File: src/shared/csr_map.svh
`ifndef CSR_MAP_SVH
`define CSR_MAP_SVH

// i/o offsets of the special register group
`define CSR_OFF_GUARD 6'h04
`define CSR_OFF_ZPAGE 6'h0b
`define CSR_OFF_JPAGE 6'h0c
`define CSR_OFF_SPLO 6'h0d
`define CSR_OFF_SPHI 6'h0e
`define CSR_OFF_FLAGS 6'h0f

// flag bit positions
`define CSR_BIT_IE 3'd7
`define CSR_BIT_T 3'd6
`define CSR_BIT_H 3'd5
`define CSR_BIT_S 3'd4
`define CSR_BIT_V 3'd3
`define CSR_BIT_N 3'd2
`define CSR_BIT_Z 3'd1
`define CSR_BIT_C 3'd0

// guard signatures and reset values
`define CSR_SIG_IOREG 8'hd8
`define CSR_SIG_SPM 8'h9d
`define CSR_FLAGS_RST 8'h00
`define CSR_SP_RST 16'hffff

// protection windows, in instruction cycles
`define CSR_GUARD_CYCLES 3'd4
`define CSR_SPLOCK_INSNS 3'd4

`endif

File: src/shared/csr_pkg.sv
package csr_pkg;

    // i/o register bus request
    typedef struct packed {
        logic wr;
        logic rd;
        logic [5:0] addr;
        logic [7:0] wdata;
    } csr_io_req_t;

    // flag update from the alu
    typedef struct packed {
        logic valid;
        logic h;
        logic v;
        logic n;
        logic z;
        logic c;
    } csr_alu_flags_t;

    // guard window states
    typedef enum logic [2:0] {
        CSR_G_IDLE = 3'b001,
        CSR_G_IO = 3'b010,
        CSR_G_SPM = 3'b100
    } csr_guard_state_t;

endpackage

File: src/rtl/csr_window_cnt.sv
`timescale 1ns/10ps
`include "csr_map.svh"

// counts down a window of instruction cycles; start reloads, stop ends it
module csr_window_cnt #(
    parameter logic [2:0] LEN = 3'd4
) (
    // clock and reset
    input wire logic core_clk,
    input wire logic rst,
    // control
    input wire logic start,
    input wire logic stop,
    input wire logic step,
    // state
    output logic active
);
    logic [2:0] cnt;
    logic [2:0] next_cnt;

    // start wins over stop so a fresh window is never lost
    always_comb begin
        next_cnt = cnt;
        if (start) begin
            next_cnt = LEN;
        end else if (stop) begin
            next_cnt = 3'h0;
        end else if (step && cnt != 3'h0) begin
            next_cnt = cnt - 3'h1;
        end
    end

    always_ff @(posedge core_clk) begin
        if (rst) begin
            cnt <= 3'h0;
        end else begin
            cnt <= next_cnt;
        end
    end

    assign active = (cnt != 3'h0);
endmodule

File: src/rtl/csr_wait_gen.sv
`timescale 1ns/10ps
`include "csr_map.svh"

// one-cycle wait state when a flags write flips the global enable
module csr_wait_gen (
    // clock and reset
    input wire logic core_clk,
    input wire logic rst,
    // request
    input wire logic flags_wr,
    input wire logic ie_now,
    input wire logic ie_new,
    // result
    output logic wait_req,
    output logic commit
);
    logic held;
    logic next_held;

    // first cycle stalls the access, second cycle commits it
    always_comb begin
        next_held = 1'b0;
        if (flags_wr && (ie_now != ie_new) && !held) begin
            next_held = 1'b1;
        end
    end

    always_ff @(posedge core_clk) begin
        if (rst) begin
            held <= 1'b0;
        end else begin
            held <= next_held;
        end
    end

    assign wait_req = flags_wr && (ie_now != ie_new) && !held;
    assign commit = flags_wr && !wait_req;
endmodule

File: src/rtl/csr_special_regs.sv
`timescale 1ns/10ps
`include "csr_map.svh"

module csr_special_regs
    import csr_pkg::*;
#(
    parameter logic [15:0] SP_RESET = `CSR_SP_RST
) (
    // clock and reset
    input wire logic core_clk,
    input wire logic rst,
    // i/o register port
    input csr_pkg::csr_io_req_t io_req,
    output logic [7:0] io_rdata,
    output logic io_wait,
    // core instruction controls
    input wire logic insn_step,
    input csr_pkg::csr_alu_flags_t alu_flags,
    input wire logic int_on_op,
    input wire logic int_off_op,
    input wire logic reg_bit_to_flag_op,
    input wire logic reg_bit_in,
    input wire logic mem_wr,
    input wire logic spm_lpm_op,
    input wire logic sleep_op,
    input wire logic sp_load,
    input wire logic [15:0] sp_new,
    // interrupt gating
    input wire logic int_pending,
    input wire logic int_taken,
    output logic int_grant,
    // register values to the core
    output logic [7:0] cpu_flags,
    output logic flag_to_reg_bit,
    output logic [15:0] stack_ptr,
    output logic [7:0] ext_z_page,
    output logic [7:0] ext_jump_page,
    output logic io_unlock,
    output logic spm_unlock
);
    import csr_pkg::*;

    logic [7:0] next_flags;
    logic [15:0] next_sp;
    logic [7:0] next_zpage;
    logic [7:0] next_jpage;
    logic wr_splo, wr_sphi, wr_flags, wr_z, wr_j, wr_guard;
    logic flags_commit;
    logic sig_io, sig_spm;
    logic other_wr;
    logic splock;
    logic [7:0] wflags;
    logic s_bit;

    // address decode of i/o writes
    assign wr_guard = io_req.wr && io_req.addr == `CSR_OFF_GUARD;
    assign wr_z = io_req.wr && io_req.addr == `CSR_OFF_ZPAGE;
    assign wr_j = io_req.wr && io_req.addr == `CSR_OFF_JPAGE;
    assign wr_splo = io_req.wr && io_req.addr == `CSR_OFF_SPLO;
    assign wr_sphi = io_req.wr && io_req.addr == `CSR_OFF_SPHI;
    assign wr_flags = io_req.wr && io_req.addr == `CSR_OFF_FLAGS;

    // global enable change through i/o stalls the access once
    csr_wait_gen u_wait (
        .core_clk(core_clk),
        .rst(rst),
        .flags_wr(wr_flags),
        .ie_now(cpu_flags[`CSR_BIT_IE]),
        .ie_new(io_req.wdata[`CSR_BIT_IE]),
        .wait_req(io_wait),
        .commit(flags_commit)
    );

    // guard signatures; any write to another offset or to memory closes the i/o window
    assign sig_io = wr_guard && io_req.wdata == `CSR_SIG_IOREG;
    assign sig_spm = wr_guard && io_req.wdata == `CSR_SIG_SPM;
    assign other_wr = (io_req.wr && !wr_guard) || mem_wr;

    csr_window_cnt #(.LEN(`CSR_GUARD_CYCLES)) u_guard_io (
        .core_clk(core_clk),
        .rst(rst),
        .start(sig_io),
        .stop(other_wr || spm_lpm_op || sleep_op),
        .step(insn_step),
        .active(io_unlock)
    );

    csr_window_cnt #(.LEN(`CSR_GUARD_CYCLES)) u_guard_spm (
        .core_clk(core_clk),
        .rst(rst),
        .start(sig_spm),
        .stop(mem_wr || sleep_op),
        .step(insn_step),
        .active(spm_unlock)
    );

    // stack low byte write blocks interrupts, a later i/o write ends it
    csr_window_cnt #(.LEN(`CSR_SPLOCK_INSNS)) u_splock (
        .core_clk(core_clk),
        .rst(rst),
        .start(wr_splo),
        .stop(io_req.wr || mem_wr),
        .step(insn_step),
        .active(splock)
    );

    // interrupts pass only with global enable and no protection window
    assign int_grant = int_pending && cpu_flags[`CSR_BIT_IE]
        && !splock && !io_unlock && !spm_unlock;

    // flags next value; alu update first, then dedicated ops, then i/o
    always_comb begin
        wflags = cpu_flags;
        if (alu_flags.valid) begin
            wflags[`CSR_BIT_H] = alu_flags.h;
            wflags[`CSR_BIT_V] = alu_flags.v;
            wflags[`CSR_BIT_N] = alu_flags.n;
            wflags[`CSR_BIT_Z] = alu_flags.z;
            wflags[`CSR_BIT_C] = alu_flags.c;
        end
        if (reg_bit_to_flag_op) begin
            wflags[`CSR_BIT_T] = reg_bit_in;
        end
        if (int_on_op) begin
            wflags[`CSR_BIT_IE] = 1'b1;
        end else if (int_off_op) begin
            wflags[`CSR_BIT_IE] = 1'b0;
        end
        // int_taken is deliberately ignored here
        if (wr_flags && flags_commit) begin
            wflags = io_req.wdata;
        end
        // sign is derived, never stored on its own
        s_bit = wflags[`CSR_BIT_N] ^ wflags[`CSR_BIT_V];
        wflags[`CSR_BIT_S] = s_bit;
        next_flags = wflags;
    end

    // stack pointer and extended pages
    always_comb begin
        next_sp = stack_ptr;
        next_zpage = ext_z_page;
        next_jpage = ext_jump_page;
        if (sp_load) begin
            next_sp = sp_new;
        end
        if (wr_splo) begin
            next_sp[7:0] = io_req.wdata;
        end
        if (wr_sphi) begin
            next_sp[15:8] = io_req.wdata;
        end
        if (wr_z) begin
            next_zpage = io_req.wdata;
        end
        if (wr_j) begin
            next_jpage = io_req.wdata;
        end
    end

    always_ff @(posedge core_clk) begin
        if (rst) begin
            cpu_flags <= `CSR_FLAGS_RST;
            stack_ptr <= SP_RESET; // top of stack after reset
            ext_z_page <= 8'h00;
            ext_jump_page <= 8'h00;
        end else begin
            cpu_flags <= next_flags;
            stack_ptr <= next_sp;
            ext_z_page <= next_zpage;
            ext_jump_page <= next_jpage;
        end
    end

    assign flag_to_reg_bit = cpu_flags[`CSR_BIT_T];

    // read mux; unmapped offsets read zero
    always_comb begin
        io_rdata = 8'h00;
        case (io_req.addr)
            `CSR_OFF_GUARD: io_rdata = {6'h00, spm_unlock, io_unlock};
            `CSR_OFF_ZPAGE: io_rdata = ext_z_page;
            `CSR_OFF_JPAGE: io_rdata = ext_jump_page;
            `CSR_OFF_SPLO: io_rdata = stack_ptr[7:0];
            `CSR_OFF_SPHI: io_rdata = stack_ptr[15:8];
            `CSR_OFF_FLAGS: io_rdata = cpu_flags;
            default: io_rdata = 8'h00;
        endcase
    end
endmodule

File: config.mk
export PLATFORM = sky130hd
export DESIGN_NAME = csr_special_regs
export DESIGN_NICKNAME = d
export VERILOG_FILES = /design/src/shared/csr_pkg.sv /design/src/rtl/csr_window_cnt.sv /design/src/rtl/csr_wait_gen.sv /design/src/rtl/csr_special_regs.sv
export VERILOG_INCLUDE_DIRS = /design/src /design/src/shared
export SDC_FILE = /design/constraint.sdc
export NUM_CORES = 1
export LEC_CHECK = 0
export ABC_CLOCK_PERIOD_IN_PS = 2100
export BUFFER_PORTS_ARGS = -buffer_cell sky130_fd_sc_hd__buf_2
export CAP_MARGIN = 20
export CORE_UTILIZATION = 49
export DETAILED_ROUTE_END_ITERATION = 16
export MAX_ROUTING_LAYER = met4
export PLACE_DENSITY_LB_ADDON = 0.12
export SYNTH_ARGS = -nofsm -noshare
export SYNTH_HDL_FRONTEND = slang
export SYNTH_SLANG_ARGS = --single-unit
File: constraint.sdc
create_clock -name core_clk -period 2.1 [get_ports core_clk]
set_input_delay 0.315 -clock core_clk [delete_from_list [all_inputs] [get_ports core_clk]]
set_output_delay 0.315 -clock core_clk [all_outputs]
set_load 0.05 [all_outputs]
### After elaboration in Yosys (flattened, before gate mapping)

Index checks and enable logic that the tools add are counted.

| word-level totals | value |
|---|---|
| memory bits (writable) | 0 |
| word-level logic and storage cells | 93 |
| input bits | 51 |
| ROM bits | 0 |
| output and inout port bits | 53 |
| register bits | 50 |
| memories | 0 |
| latch bits | 0 |

| cells by class | value |
|---|---|
| equal/unequal tests | 9 |
| divide/modulo/power cells | 0 |
| reduce and logical (&&, ||, !) cells | 45 |
| bitwise logic cells | 1 |
| multipliers | 0 |
| magnitude comparators | 0 |
| shift operators | 0 |
| add/subtract/negate cells | 3 |
| multiplexer cells | 20 |

Operator list:

| cell | number |
|---|---|
| $pmux W8 S6 | 1 |
| $eq A6 B4 Y1 const B | 5 |
| $mux W3 | 9 |
| $mux W8 | 3 |
| $reduce_bool A3 Y1 | 7 |
| $logic_and A1 B1 Y1 | 20 |
| $eq A8 B8 Y1 const B | 2 |
| $mux W16 | 1 |
| $reduce_or A3 Y1 | 3 |
| $sub A3 B1 Y3 const B | 3 |
| $reduce_bool A2 Y1 | 4 |
| $eq A6 B3 Y1 const B | 1 |
| $logic_not A1 Y1 | 6 |
| $logic_or A1 B1 Y1 | 5 |
| $mux W1 | 5 |
| $mux W4 | 1 |
| $ne A1 B1 Y1 | 1 |
| $xor A1 B1 Y1 | 1 |

### Logic depth before layout (Yosys ltp)

| logic depth | value |
|---|---|
| depth in word-level cells | 9 |
| depth in mapped cells | 7 |

### Cells and area by module

From an unflattened synthesis, not the netlist that was laid out.

| second synthesis, totals | value |
|---|---|
| cells, all modules | 295 |
| area total of the unflattened synthesis | 2,904.0 um^2 |

Modules (own cells, without submodules):

| module | cells each | instances | area an instance (um^2) |
|---|---|---|---|
| csr_special_regs | 230 | 1 | 2,319.7 |
| csr_window_cnt | 20 | 3 | 175.2 |
| csr_wait_gen | 5 | 1 | 58.8 |

### Least setup slack after synthesis

Ideal clock, no wire load.

| timing | value |
|---|---|
| kind | reg2out |
| start point | register u_guard_spm.cnt[0] |
| end point | output int_grant |
| slack | -0.333 ns |
| data arrival time | 2.118 ns |
| data required time | 1.785 ns |
| cell stages (with the launch flop) | 5 |
| cells stage by stage | dfxtp_1 > inv_1 > ha_1 > nand2b_1 > nor3_1 |

| on the way | value |
|---|---|
| word-level cells in the longest chain between the ends | 3 |

Ends and longest elaborated chain:

| what | line | text |
|---|---|---|
| start: declaration | csr_window_cnt.sv:18 | `logic [2:0] cnt;` |
| start signal: assignment | csr_window_cnt.sv:37 | `cnt <= next_cnt;` |
| $reduce_bool A3 Y1 | csr_window_cnt.sv:41 | `assign active = (cnt != 3'h0);` |
| net spm_unlock | csr_special_regs.sv:39 | `output logic spm_unlock` |
| $logic_not A1 Y1 | csr_special_regs.sv:109 | `&& !splock && !io_unlock && !spm_unlock;` |
| $logic_and A1 B1 Y1 | csr_special_regs.sv:108 | `` assign int_grant = int_pending && cpu_flags[`CSR_BIT_IE] `` |
| end: declaration | csr_special_regs.sv:31 | `output logic int_grant,` |

The timed path passes the listed nets, and every way through them passes these cells.

### Worst setup path in the final report

| timing | value |
|---|---|
| start point | register u_guard_io.cnt[0] |
| end point | output io_rdata[0] |

| on the way | value |
|---|---|
| word-level cells in the longest chain between the ends | 2 |

Ends and longest elaborated chain:

| what | line | text |
|---|---|---|
| start: declaration | csr_window_cnt.sv:18 |  |
| start signal: assignment | csr_window_cnt.sv:37 |  |
| $reduce_bool A3 Y1 | csr_window_cnt.sv:41 |  |
| $pmux W8 S6 | csr_special_regs.sv:180 | `case (io_req.addr)` |
| end: declaration | csr_special_regs.sv:14 | `output logic [7:0] io_rdata,` |

No other way between the ends.

==> impl_metrics.py <==
metrics = {
    "status": {
        "outcome": "completed",
    },
    "power_and_ir_drop": {
        "power_density_mw_per_mm2": 600,
        "leakagePower_nw": 1.56,
        "vdd_drop_max_mv": 0.444,
    },
    "routing": {
        "via_per_inst": 5.56,
        "wl_um": 7180,
        "met1_length_um": 3060,
        "routed.top_layer": "met4",
        "wl_met3_um": 390,
        "vias": 2646,
        "first_pass_iters": 4,
        "wl_met2_um": 3630,
        "wl_per_cell_um": 15.1,
        "dr.first_iter.drc_count": 192,
        "drc": 0,
        "antenna_left": 0,
    },
    "yosys": {
        "synth_area_leader_cell": "dfxtp_1",
        "synth_edf_count": 0,
        "synth-async-reset-ratio_pct": 0,
        "yosys_warnings": 0,
        "synth_compound_area_share_pct": 18.1,
        "synth_xor_area_share_pct": 1.95,
        "yosys-top-cells-area": "dfxtp_1 (37%), mux2i_1 (11%), nor2_1 (6.8%)",
        "synth_fa_ha_area_share_pct": 2.79,
        "synth.top_cell.area_share_pct": 37.2,
        "ys_types": 40,
        "synthMuxAreaShare_pct": 14.5,
        "syn_area_per_cell_sq_um": 8.65,
        "yosys-top-cells-count": "dfxtp_1 (50), nor2_1 (49), mux2i_1 (30)",
        "syn_nets": 368,
        "ys_ff_latch": 50,
        "syn-cell-area_sq_mm": 0.00269,
        "synthCells": 311,
        "ys_seq_area_share_pct": 37.2,
        "synth_ff_type": "dfxtp_1",
        "synth.most_common_cell": "dfxtp_1",
        "synth_top_family_by_area": "simple AND/OR/NAND/NOR gates",
        "synthSimpleGateAreaFrac_pct": 20.2,
    },
    "timing": {
        "holdWs_ps": 296,
        "max_freq_ghz": 0.493,
        "hold_viol": 0,
        "clock_skew_ps": 4.67,
        "slew_headroom_pct": 37.4,
        "slew_viol_final": 0,
        "grt_setup_unrepaired": "true",
        "tightest_slew_ps": 939,
        "finalCritPeriodShare_pct": 96.6,
        "min_period_ps": 2030,
        "setup_viol": 0,
    },
    "grt": {
        "overflow": 0,
        "antenna_found_initial": 0,
        "grt_use_total_pct": 26.4,
        "grt_pass1_wl_um": 12000,
        "grt_max_degree": 56,
        "grt_pass1_vias": 2470,
    },
    "finish": {
        "ff_latch_area_sq_mm": 0.00100,
        "instances_no_fill": 476,
        "syn2layout_area_growth_pct": 25.9,
        "drive_gt1_share_pct": 33.0,
        "fin_area_sq_mm": 0.00338,
        "fillCellCount": 484,
        "multi_input_area_sq_mm": 0.00156,
        "fin_nets": 462,
        "n_antenna_cell": 0,
    },
    "clock_tree": {
        "cts_num_sinks": 50,
        "insertion_delay_ps": 300,
        "clockRootBuffer": "clkbuf_8",
        "post-cts-setup-buffer-count": 0,
        "cts_buffers": 5,
        "cts_buffer_depth": 2,
        "cts.clk_slew.worst_paths_ps": 90,
        "h-tree-depth": 2,
        "postCtsHoldBufs": 0,
        "cts_tree": "yes",
    },
    "die": {
        "initial_core_util_pct": 51.7,
        "rows": 26,
        "dieWidth_um": 76.1,
        "die_h_um": 76.1,
        "core_area_sq_mm": 0.00520,
        "die_area_sq_mm": 0.00579,
        "pin_count": 104,
    },
    "setup_path": {
        "critical_path_class": "reg2out",
        "slowest_delay_ps": 330,
        "worstPathArrival_ps": 1710,
        "crit_required_ps": 1780,
        "rrSetupSlack_ps": 470,
        "critPathBufInv": 2,
        "cp_top_family": "compound AO/OA/AOI/OAI gates",
        "critical_path.cell_chain": "inv_1 -> ha_1 -> nand2b_2 -> a222oi_1 -> o21ai_1 -> buf_2",
        "crit_slowest_cell": "dfxtp_1",
        "crit_path_max_fanout": 7,
        "cp-end-kind": "output port",
        "crit_path_start_kind": "flop",
    },
    "flow_run": {
        "max_cap_violations": 0,
    },
    "placed_design": {
        "place_inst": 468,
        "io_buffers": 101,
        "gp_congestion": 0.826,
        "place_area_sq_mm": 0.00328,
        "post-dp-hpwl_um": 5320,
    },
    "hold_path": {
        "hp-class": "in2reg",
    },
}
-- worst paths after layout --
| path | start | depth (start not counted) | endpoint |
|---|---|---|---|
| worst max register to register | cpu_flags[7] | 5 | cpu_flags[6] |
| worst min register to register | u_splock.cnt[1] | 2 | u_splock.cnt[1] |
| worst max-delay path | u_guard_io.cnt[0] | 6 | io_rdata[0] |
| worst min-delay path | sp_new[11] | 3 | stack_ptr[11] |
-- state kept, by name, summed over array words and instances, names as in the netlist --
name	count
stack_ptr	16
cpu_flags	8
ext_jump_page	8
ext_z_page	8
u_guard_io.cnt	3
u_guard_spm.cnt	3
u_splock.cnt	3
u_wait.held	1
-- final cells by class --
| class | count | share of cell area, % |
|---|---|---|
| Clock buffer | 6 | 2.44 |
| Clock inverter | 2 | 0.481 |
| Inverter | 10 | 1.11 |
| Multi-Input combinational cell | 226 | 46.1 |
| Sequential cell | 50 | 29.6 |
| Tap cell | 70 | 2.59 |
| Timing Repair Buffer | 112 | 17.7 |
-- worst min-delay path, delay by kind of cell --
| family | cells | cell delay (ps) |
|---|---|---|
| compound gates | 2 | 170 |
| buf+inv | 1 | 80 |
-- power by group --
part           switching, mW  internal [mW]  total [mW]
Clock                  0.329          0.272       0.601
Sequential            0.0302          0.982        1.01
Combinational          0.281          0.136       0.418
-- repair_timing --
item / 4_1_cts / 5_1_grt
endpoints found under the setup margin: 0 / 2
hold endpoints to repair: 0 / 0
resized for setup: 0 / 2
-- through the flow --
stage	TNS, ps	total power [mW]	setup slack (ps)	utilization [%]
global route	-36.9	2.12	-36.9	65.0
CTS	0	2.04	11.1	64.9
finish	0	2.03	72.1	65.0
global placement	0	1.45	113	63.0
detailed placement	0	1.45	108	63.0
floorplan	0	1.32	56.1	-
-- cell families (layout without fill, tap and decap cells) --
family | count (synthesis) | count (layout)
AOI/OAI and AO/OA | 70 | 70
adders and majority gates | 6 | 6
xor gates and xnor gates | 6 | 6
muxes | 37 | 37
and+or+nand+nor | 107 | 107
buffers and inverters | 35 | 130
DFF | 50 | 50
-- cells in the final DEF (no fill, tap or decap), types with 2 or more instances in the layout --
cell / Yosys / routed
a2111oi_0: 17 / 17
a211oi_1: 2 / 2
a21oi_1: 29 / 29
a222oi_1: 2 / 2
a22oi_1: 6 / 6
buf_2: 2 / 101
buf_4: 2 / 10
clkbuf_8: 0 / 6
dfxtp_1: 50 / 50
ha_1: 6 / 6
inv_1: 10 / 10
mux2_2: 6 / 6
mux2i_1: 30 / 30
nand2_1: 7 / 7
nand2b_2: 0 / 2
nand3_1: 6 / 6
nor2_1: 49 / 48
nor2b_1: 19 / 19
nor3_1: 5 / 4
nor4_1: 2 / 2
nor4bb_1: 4 / 4
o21ai_1: 0 / 7
or3_1: 6 / 6
xnor2_1: 3 / 3
xor2_1: 3 / 3
-- per-layer routing --
| metal | GRT usage [%] | vias up |
|---|---|---|
| met3 | 2.99 | 10 |
| met1 | 34.4 | 1243 |
| met5 | - | - |
| li1 | - | 1305 |
| met2 | 43.8 | 88 |
| met4 | 6.92 | 0 |
Power figures use the tool's default switching activity.
